`src/include/dcbx_pkg.sv`:
```
// Constants for the comparator B extension register and its match logic
package dcbx_pkg;
    localparam int DCBX_DATA_W = 32;
    localparam int DCBX_ADDR_W = 8;
    localparam int DCBX_CPU_ADDR_W = 16;
    localparam int DCBX_CORE_ADDR_W = 17;
    localparam int DCBX_PAGE_W = 3;
    localparam int DCBX_PAGE_OFS_W = 14;
    localparam int DCBX_DATA_CMP_W = 8;
    localparam int DCBX_REG_W = 8;

    // Printed offset is a register index; byte address is four times it
    localparam logic [3:0] DCBX_CBX_INDEX = 4'h9;
    localparam logic [7:0] DCBX_CBX_BYTE_ADDR = 8'({4'h0, DCBX_CBX_INDEX} << 2);

    localparam int DCBX_BIT_DIR_EN = 7;
    localparam int DCBX_BIT_DIR_VAL = 6;
    localparam int DCBX_BIT_PAGE_SEL = 5;
    localparam int DCBX_BIT_ADDR16 = 0;
    localparam logic [7:0] DCBX_IMPL_MASK = 8'hE1;
    localparam logic [7:0] DCBX_CBX_RESET = 8'h00;

    // Slave answers with one wait state
    localparam int DCBX_WAIT_CYCLES = 1;
endpackage

```
`src/verilog/dcbx_addr_form.sv`:
```
// Forms the 17-bit core address seen by comparator B
`timescale 1ns/100ps
`default_nettype none
module dcbx_addr_form (
    input wire logic ppage_sel,
    input wire logic linear_sel,
    input wire logic [dcbx_pkg::DCBX_PAGE_W-1:0] ppage,
    input wire logic [dcbx_pkg::DCBX_CPU_ADDR_W-1:0] cpu_addr,
    input wire logic [dcbx_pkg::DCBX_CORE_ADDR_W-1:0] linear_addr,
    output logic [dcbx_pkg::DCBX_CORE_ADDR_W-1:0] core_addr
);
    import dcbx_pkg::*;

    always_comb begin
        if (ppage_sel) begin
            core_addr = {ppage, cpu_addr[DCBX_PAGE_OFS_W-1:0]};
        end else if (linear_sel) begin
            core_addr = linear_addr;
        end else begin
            core_addr = {1'b0, cpu_addr};
        end
    end
endmodule
`default_nettype wire

```
`src/verilog/dcbx_match.sv`:
```
// Comparator B qualification and compare, address or data mode
`timescale 1ns/100ps
`default_nettype none
module dcbx_match (
    input wire logic full_mode,
    input wire logic bus_valid,
    input wire logic bus_read,
    input wire logic ppage_sel,
    input wire logic dir_qualify_enable_b,
    input wire logic dir_match_value_b,
    input wire logic dir_qualify_enable_a,
    input wire logic dir_match_value_a,
    input wire logic page_qualify_select,
    input wire logic addr16_value,
    input wire logic [dcbx_pkg::DCBX_CORE_ADDR_W-1:0] core_addr,
    input wire logic [dcbx_pkg::DCBX_DATA_CMP_W-1:0] core_data,
    input wire logic [dcbx_pkg::DCBX_CPU_ADDR_W-1:0] cmp_value,
    output logic hit
);
    import dcbx_pkg::*;

    logic dir_en;
    logic dir_val;
    logic dir_ok;
    logic page_ok;
    logic a16_ok;
    logic value_ok;

    always_comb begin
        // Full modes borrow comparator A direction controls
        dir_en = full_mode ? dir_qualify_enable_a : dir_qualify_enable_b;
        dir_val = full_mode ? dir_match_value_a : dir_match_value_b;
        // Value 1 selects reads, 0 selects writes
        dir_ok = !dir_en || (dir_val == bus_read);
        page_ok = full_mode || (page_qualify_select == ppage_sel);
        a16_ok = full_mode || (core_addr[DCBX_CORE_ADDR_W-1] == addr16_value);
        if (full_mode) begin
            value_ok = (core_data == cmp_value[DCBX_DATA_CMP_W-1:0]);
        end else begin
            value_ok = (core_addr[DCBX_CPU_ADDR_W-1:0] == cmp_value);
        end
        hit = bus_valid && dir_ok && page_ok && a16_ok && value_ok;
    end
endmodule
`default_nettype wire

```
`src/verilog/dcbx_top.sv`:
```
// Comparator B extension register with APB access and registered match
`timescale 1ns/100ps
`default_nettype none
module dcbx_top #(
    parameter int ADDR_W = dcbx_pkg::DCBX_ADDR_W
) (
    input wire logic sys_clk,
    input wire logic nrst,
    // APB slave
    input wire logic psel,
    input wire logic penable,
    input wire logic pwrite,
    input wire logic [ADDR_W-1:0] paddr,
    input wire logic [dcbx_pkg::DCBX_DATA_W-1:0] pwdata,
    input wire logic [3:0] pstrb,
    output logic [dcbx_pkg::DCBX_DATA_W-1:0] prdata,
    output logic pready,
    output logic pslverr,
    // System reset request, not power-on
    input wire logic reset_event,
    input wire logic reset_end_run,
    input wire logic debug_module_enable,
    input wire logic trace_begin,
    // Mode, comparator A controls and comparator B value from the rest of the debug module
    input wire logic full_mode,
    input wire logic dir_qualify_enable_a,
    input wire logic dir_match_value_a,
    input wire logic [dcbx_pkg::DCBX_CPU_ADDR_W-1:0] cmp_b_value,
    // Core bus
    input wire logic bus_valid,
    input wire logic bus_read,
    input wire logic ppage_sel,
    input wire logic linear_sel,
    input wire logic [dcbx_pkg::DCBX_PAGE_W-1:0] ppage,
    input wire logic [dcbx_pkg::DCBX_CPU_ADDR_W-1:0] cpu_addr,
    input wire logic [dcbx_pkg::DCBX_CORE_ADDR_W-1:0] linear_addr,
    input wire logic [dcbx_pkg::DCBX_DATA_CMP_W-1:0] core_data,
    // Results
    output logic match_b,
    output logic [dcbx_pkg::DCBX_CORE_ADDR_W-1:0] core_addr_seen,
    output logic dir_qualify_enable_b,
    output logic dir_match_value_b,
    output logic page_qualify_select,
    output logic addr16_value
);
    import dcbx_pkg::*;

    if (ADDR_W < 8 || ADDR_W > 32) begin : g_chk
        $error("ADDR_W must be 8 to 32");
    end

    typedef struct packed {
        logic [DCBX_REG_W-1:0] cbx;
        logic [DCBX_DATA_W-1:0] prdata;
        logic pready;
        logic pslverr;
        logic match;
        logic [DCBX_CORE_ADDR_W-1:0] addr;
    } dcbx_state_s;

    dcbx_state_s state_q;
    dcbx_state_s state_d;

    logic [DCBX_CORE_ADDR_W-1:0] formed_addr;
    logic hit;

    function automatic logic hits_cbx(input logic [ADDR_W-1:0] a);
        hits_cbx = (a == ADDR_W'(DCBX_CBX_BYTE_ADDR));
    endfunction

    dcbx_addr_form u_form (
        .ppage_sel(ppage_sel),
        .linear_sel(linear_sel),
        .ppage(ppage),
        .cpu_addr(cpu_addr),
        .linear_addr(linear_addr),
        .core_addr(formed_addr)
    );

    // Matches against the live register value, so a write lands on the next compare
    dcbx_match u_match (
        .full_mode(full_mode),
        .bus_valid(bus_valid),
        .bus_read(bus_read),
        .ppage_sel(ppage_sel),
        .dir_qualify_enable_b(state_q.cbx[DCBX_BIT_DIR_EN]),
        .dir_match_value_b(state_q.cbx[DCBX_BIT_DIR_VAL]),
        .dir_qualify_enable_a(dir_qualify_enable_a),
        .dir_match_value_a(dir_match_value_a),
        .page_qualify_select(state_q.cbx[DCBX_BIT_PAGE_SEL]),
        .addr16_value(state_q.cbx[DCBX_BIT_ADDR16]),
        .core_addr(formed_addr),
        .core_data(core_data),
        .cmp_value(cmp_b_value),
        .hit(hit)
    );

    logic keep_on_reset;
    logic access;

    always_comb begin
        state_d = state_q;
        // End-trace reset with debug on and no begin trigger leaves bits alone
        keep_on_reset = reset_end_run && debug_module_enable && !trace_begin;
        access = psel && penable;

        // First access cycle: prepare answer; second: complete with pready high
        state_d.pready = 1'b0;
        state_d.pslverr = 1'b0;
        if (access && !state_q.pready) begin
            state_d.pready = 1'b1;
            if (hits_cbx(paddr)) begin
                state_d.prdata = {24'h000000, state_q.cbx & DCBX_IMPL_MASK};
            end else begin
                state_d.prdata = 32'h00000000;
                state_d.pslverr = 1'b1;
            end
            if (pwrite) begin
                state_d.prdata = 32'h00000000;
            end
        end else if (access && state_q.pready) begin
            state_d.prdata = state_q.prdata;
        end

        // Reset request outranks a write landing in the same cycle
        if (reset_event) begin
            if (!keep_on_reset) begin
                state_d.cbx = DCBX_CBX_RESET;
            end
        end else if (access && state_q.pready && pwrite && pstrb[0] && hits_cbx(paddr)) begin
            state_d.cbx = pwdata[DCBX_REG_W-1:0] & DCBX_IMPL_MASK;
        end

        state_d.match = hit;
        state_d.addr = formed_addr;
    end

    // Power-on reset clears everything
    always_ff @(posedge sys_clk or negedge nrst) begin
        if (!nrst) begin
            state_q <= '0;
        end else begin
            state_q <= state_d;
        end
    end

    assign prdata = state_q.prdata;
    assign pready = state_q.pready;
    assign pslverr = state_q.pslverr;
    assign match_b = state_q.match;
    assign core_addr_seen = state_q.addr;
    assign dir_qualify_enable_b = state_q.cbx[DCBX_BIT_DIR_EN];
    assign dir_match_value_b = state_q.cbx[DCBX_BIT_DIR_VAL];
    assign page_qualify_select = state_q.cbx[DCBX_BIT_PAGE_SEL];
    assign addr16_value = state_q.cbx[DCBX_BIT_ADDR16];
endmodule
`default_nettype wire
```
`config.mk`:
```
export PLATFORM = sky130hd
export DESIGN_NAME = dcbx_top
export DESIGN_NICKNAME = d
export VERILOG_FILES = /design/src/include/dcbx_pkg.sv /design/src/verilog/dcbx_addr_form.sv /design/src/verilog/dcbx_match.sv /design/src/verilog/dcbx_top.sv
export SDC_FILE = /design/constraint.sdc
export NUM_CORES = 1
export LEC_CHECK = 0
export ABC_AREA = 1
export BUFFER_PORTS_ARGS = -buffer_cell sky130_fd_sc_hd__clkbuf_2
export CAP_MARGIN = 20
export CORE_AREA = 2 2 76 78
export CTS_CLUSTER_SIZE = 10
export DETAILED_ROUTE_END_ITERATION = 7
export DIE_AREA = 0 0 78 80
export PLACE_DENSITY_LB_ADDON = 0.25
export SYNTH_ARGS = -nofsm -noshare
export SYNTH_HDL_FRONTEND = slang
export SYNTH_SLANG_ARGS = --single-unit
```
`constraint.sdc`:
```
create_clock -name sys_clk -period 1.4 [get_ports sys_clk]
set_input_delay 0.07 -clock sys_clk [delete_from_list [all_inputs] [get_ports sys_clk]]
set_output_delay 0.07 -clock sys_clk [all_outputs]
set_load 0.01 [all_outputs]
```
==> results of run 1 <==
## where the power goes
group / leakage, nW / switching, mW / internal [mW] / total [mW]
clock network: 0.0288 / 0.259 / 0.252 / 0.511
registers: 0.354 / 0.0128 / 0.850 / 0.863
logic: 1.29 / 0.305 / 0.224 / 0.529
total: 1.67 / 0.577 / 1.33 / 1.90
## cell usage in the layout (no fill, tap or decap), types with 2 or more instances in the layout
cell type,instances
nand3_1,42
nor2_1,22
o21ai_0,6
clkbuf_8,4
xor2_1,3
nand4_1,3
a211oi_1,2
a21oi_1,2
nand2_1,93
inv_1,37
clkbuf_2,116
nor4_1,3
dfrtp_1,28
conb_1,28
nand2_2,2
o41ai_1,2
buf_4,11
nand3b_1,2
## stage by stage
| stage | setup TNS [ns] | cell area [sq um] |
|---|---|---|
| after floorplan | 0 | 2072 |
| after global placement | 0 | 2581 |
| after detailed placement | -0.008287 | 2581 |
| after CTS | 0 | 2646 |
| after global routing | -0.07681 | 2665 |
| final | 0 | 2665 |
## registers in the layout (all words and copies together) (netlist names)
register / flops
addr16_value: 1
pslverr: 1
dir_match_value_b: 1
page_qualify_select: 1
dir_qualify_enable_b: 1
prdata: 4
match_b: 1
pready: 1
core_addr_seen: 17
## kinds of logic after synthesis
logic type	after synthesis	synth area share [%]
AND/OR/NAND/NOR	169	37.21
other	1	0.1903
flip-flops	28	35.56
multiplexers	1	0.5080
AO/OA/AOI/OAI	16	5.016
buffers and inverters	71	20.19
XOR/XNOR	3	1.334
## worst paths after layout
check                                      to                 from  cells past startpoint
max in group asynchronous   core_addr_seen[5]                 nrst                      3
max                                   match_b  page_qualify_select                      9
max reg2reg                           match_b  page_qualify_select                      9
min                         core_addr_seen[7]          cpu_addr[7]                      3
min reg2reg                         prdata[5]            prdata[5]                      2
min in group asynchronous  core_addr_seen[14]                 nrst                      3
## per-layer routing
layer  up-vias  track usage, %
li1       1112               -
met1       941           22.88
met2        79           30.17
met3         6           2.149
met4         0           6.316
met5         -               0
## worst reg2reg max path, cell delays in order (launching register included)
cell	delay (ns)
dfrtp_1	0.43
inv_2	0.08
o21ai_2	0.05
nor2_1	0.12
nand2_1	0.07
nor2_1	0.08
nand2_1	0.07
nor2_1	0.09
nand3_1	0.10
a21oi_2	0.15
## cell type report
cell class	count	area share, %
Clock buffer	4	2.066
Inverter	39	5.587
Multi-Input combinational cell	217	36.67
Sequential cell	28	26.29
Tap cell	72	3.380
Timing Repair Buffer	129	26.01
## repair_timing
item / 4_1_cts / 5_1_grt
resized for setup: 0 / 3
endpoints found under the setup margin: 0 / 1
buffers inserted: 0 / 2
hold buffers: 1 / 0
endpoints found under the hold margin: 28 / 0
==> results.yml, run 1 <==
cts:
  clk_pin_slew_ns: 0.10
  cts_made_buffers: 3
  root_buffer: "clkbuf_8"
  clkSinkCount: 28
  cts_tree: "done"
  cts_buffer_depth: 2
  cts_max_level: 1
  clk_latency_ns: 0.27
yosys:
  synth.avg_cell_area_sq_um: 6.819
  synth-edff-count: 0
  yosysTopAreaCell: "dfrtp_1"
  yosysWarnings: 0
  async_reset_ff_share_pct: 100.0
  synthFlopType: "dfrtp_1"
  yosys.area.top_type_share_pct: 35.56
  syn_area_sq_um: 1971
  ys_ff_latch: 28
  yosysSeqAreaShare_pct: 35.56
  syn_inst: 289
  synth_most_common_cell: "nand2_1"
  synthTopCellsByArea: "dfrtp_1 36%, nand2_1 18%, buf_4 11%"
  synth.distinct_cells: 26
  synth_common_cells: "93 x nand2_1, 42 x nand3_1, 38 x inv_1, 29 x buf_4, 28 x dfrtp_1"
routing:
  wl_met2_mm: 2.711
  drc: 0
  met3WireLength_microns: 324
  highest_layer: "met4"
  ant_nets: 0
  wl_per_cell_microns: 11.25
  drt-pass1-iter-count: 4
  via_per_inst: 4.372
  via_count: 2138
  drt_wl_total_mm: 5.500
  met1_length_mm: 2.385
  first_iter_violations: 66
placement:
  dp_cells: 482
  port_buffers: 116
  place_ws_ns: -0.008287
  routabilityCongestion: 0.8029
  place_hpwl_mm: 4.608
floorplanning:
  core_sq_um: 5405
  die_h_microns: 80
  row_count: 27
  die_x_microns: 78
  dieArea_sq_um: 6240
  pin_count: 176
  start_util_pct: 36.46
layout:
  syn_to_final_growth_pct: 35.24
  finalNetCount: 538
  multi_input_area_sq_um: 977.2
  fin_util_pct: 49.31
  fillers: 571
  stdcell_count: 489
  seqCellArea_sq_um: 700.7
  layout-drive-gt1-share_pct: 33.33
  diodes: 0
run:
  cap_violations: 0
setup_path:
  cpMostUsedCell: "nor2_1"
  crit_family: "simple AND/OR/NAND/NOR gates"
  required_ns: 1.61
  cp_max_fo: 4
  critPathArrivalTime_ns: 1.50
  critPathKind: "reg -> reg"
  slowest_stage: "dfrtp_1"
  rrSetupSlack_ns: 0.11
  cp_num_buf_inv: 1
  path_cells: "inv_2 > o21ai_2 > nor2_1 > nand2_1 > nor2_1 > nand2_1 > nor2_1 > nand3_1 > a21oi_2"
  start_kind: "register"
  endpoint_kind: "register"
  cp_slowest_stage_delay_ns: 0.43
timing:
  fin_crit_ns: 1.295
  rsz0062_at_grt: "true"
  fmax_ghz: 0.7725
  fin_worst_skew_ns: 0.001679
  worst_slack_ns: 0.1054
  timing.final.crit_share_pct: 92.47
  finalHoldWorstSlack_ns: 0.01859
  final-setup-viol-count: 0
  slew_viol_final: 0
  hold_viol_final: 0
power_and_ir_drop:
  p_leak_nw: 1.670
  peakVddDrop_mv: 0.3691
  p_per_area_nw_per_um2: 714.1
  power.total_mw: 1.903
min_path:
  hold_path_class: "in -> reg"
global_routing:
  grt_max_degree: 29
  antenna_found_initial: 0
  grt_overflow: 0
  grt_usage_pct: 17.62
  grt_pass1_vias: 1966
  grt_pass1_wl_mm: 8.666
status:
  status: "completed"
Note: power is estimated with default switching activity, not from simulation.
==> inputs of run 2 (changes only) <==
--- a/config.mk
+++ b/config.mk
@@ -12,7 +12,7 @@
 export CTS_CLUSTER_SIZE = 10
 export DETAILED_ROUTE_END_ITERATION = 7
 export DIE_AREA = 0 0 78 80
-export PLACE_DENSITY_LB_ADDON = 0.25
+export PLACE_DENSITY = 0.78
 export SYNTH_ARGS = -nofsm -noshare
 export SYNTH_HDL_FRONTEND = slang
 export SYNTH_SLANG_ARGS = --single-unit
==> run 2 against run 1 <==
  * Total power grew 0.17%
  * Non-clock buffer count shrank 3
  * Fmax shrank 2.0%
  * Register-to-register slack lost 0.03 ns
  * Utilization shrank 0.28 points
  * Final cell count shrank 0.61%
  * Clock power grew 1%
  * Wire length grew 1.2%
  * Hold slack gained 0.0064 ns
  * Combinational power is essentially flat
  * Largest power group unchanged
==> results.yml, run 2 (synthesis results as in run 1) <==
status:
  status: "completed"
global_routing:
  grt_pass1_vias: 1980
  grt_pass1_wl_mm: 8.825
  grt_max_degree: 29
  antenna_found_initial: 0
  grt_overflow: 0
  grt_usage_pct: 17.71
routing:
  wl_per_cell_microns: 11.45
  via_per_inst: 4.449
  drc: 0
  first_iter_violations: 82
  ant_nets: 0
  via_count: 2162
  drt_wl_total_mm: 5.564
  drt-pass1-iter-count: 4
layout:
  layout-drive-gt1-share_pct: 33.33
  diodes: 0
  layout_common_cells: "116 x clkbuf_2, 93 x nand2_1, 42 x nand3_1"
  syn_to_final_growth_pct: 34.48
  largest_reg_flops: 17
  finalNetCount: 535
  final_common_cell: "clkbuf_2"
setup_path:
  endpoint_kind: "register"
  slowest_stage: "dfrtp_1"
  cp_slowest_stage_delay_ns: 0.42
  required_ns: 1.61
  start_kind: "register"
  critPathArrivalTime_ns: 1.53
  cp_num_buf_inv: 1
  critPathKind: "reg -> reg"
  crit_family: "simple AND/OR/NAND/NOR gates"
  cpMostUsedCell: "nor2_2"
  path_cells: "buf_6 > nor2_2 > nor2_2 > nand2_1 > nor2_2 > nand2_1 > nor2_1 > nand3_1 > a21oi_2"
  cp_max_fo: 3
timing:
  final-setup-viol-count: 0
  fin_crit_ns: 1.321
  timing.final.crit_share_pct: 94.36
  worst_slack_ns: 0.07898
  finalHoldWorstSlack_ns: 0.02501
  fmax_ghz: 0.7570
  rsz0062_at_grt: "true"
  fin_worst_skew_ns: 0.009774
  setup_tns_ns: 0
  slew_viol_final: 0
  hold_viol_final: 0
floorplanning:
  start_util_pct: 36.46
  core_sq_um: 5405
  die_x_microns: 78
  die_h_microns: 80
  dieArea_sq_um: 6240
  pin_count: 176
  row_count: 27
cts:
  clk_latency_ns: 0.28
  cts_max_level: 1
  cts_tree: "done"
  clk_pin_slew_ns: 0.11
  cts_buffer_depth: 2
  root_buffer: "clkbuf_8"
  cts_made_buffers: 3
  clkSinkCount: 28
power_and_ir_drop:
  p_leak_nw: 1.654
  p_per_area_nw_per_um2: 719.3
  peakVddDrop_mv: 0.3545
run:
  cap_violations: 0
min_path:
  hold_path_class: "in -> reg"
placement:
  place_hpwl_mm: 4.628
  routabilityCongestion: 0.8425
  place_ws_ns: 0.004993
  port_buffers: 116
==> run 2: cell types whose count changed in the layout (fill, tap and decap cells not counted), sizes merged <==
cell / delta
buf: -3
==> run 2: per-stage QoR <==
step	cells	util, %	total power [mW]	cell area [sq um]
after floorplan	316	-	1.203	2072
after global placement	478	47.20	1.393	2551
after detailed placement	478	47.20	1.403	2551
after CTS	485	48.68	1.927	2631
after global routing	486	49.03	2.034	2650
final	486	49.03	1.906	2650
==> run 2: layer usage <==
layer  up-vias  GRT usage [%]  share of wire (%)
met1       945          22.00                 43
met4         0          3.860               0.79
li1       1108              -                  -
met5         -              0                  0
met3         4          2.489                8.5
met2       105          32.50                 48
==> run 2: worst paths after layout <==
path,to,slack [ns],start,cells after the start
setup / recovery,match_b,0.08,page_qualify_select,9
hold / removal,core_addr_seen[4],0.03,linear_addr[4],3
setup reg to reg,match_b,0.08,page_qualify_select,9
hold reg to reg,prdata[6],0.49,prdata[6],2
max in group asynchronous,dir_qualify_enable_b,0.79,nrst,3
min in group asynchronous,core_addr_seen[10],0.33,nrst,3
==> run 2: repair_timing <==
action	in CTS	in global routing
setup endpoints to repair	1	1
endpoints found under the hold margin	28	0
hold buffers	1	0
pin swaps	2	6
resized for setup	0	6
setup buffers	2	1
==> run 2: layout make-up <==
| type | count | area [sq um] |
|---|---|---|
| sequential | 28 | 700.7 |
| multi-input combinational | 217 | 980.9 |
| fill | 574 | 2755 |
| inverter | 39 | 148.9 |
| clock buffer | 4 | 55.05 |
| timing repair buffer | 126 | 674.4 |
| tap | 72 | 90.09 |
==> run 2: tightest hold or removal path, delay by kind of cell <==
family	cells	cell delay (ns)
buffers and inverters	1	0.07
and+or+nand+nor	2	0.13
==> run 2: power breakdown <==
| part | leakage, nW | internal, mW | switching, mW |
|---|---|---|---|
| Clock | 0.0288 | 0.252 | 0.265 |
| Sequential | 0.354 | 0.850 | 0.0125 |
| Combinational | 1.27 | 0.217 | 0.310 |
| Total | 1.65 | 1.32 | 0.587 |
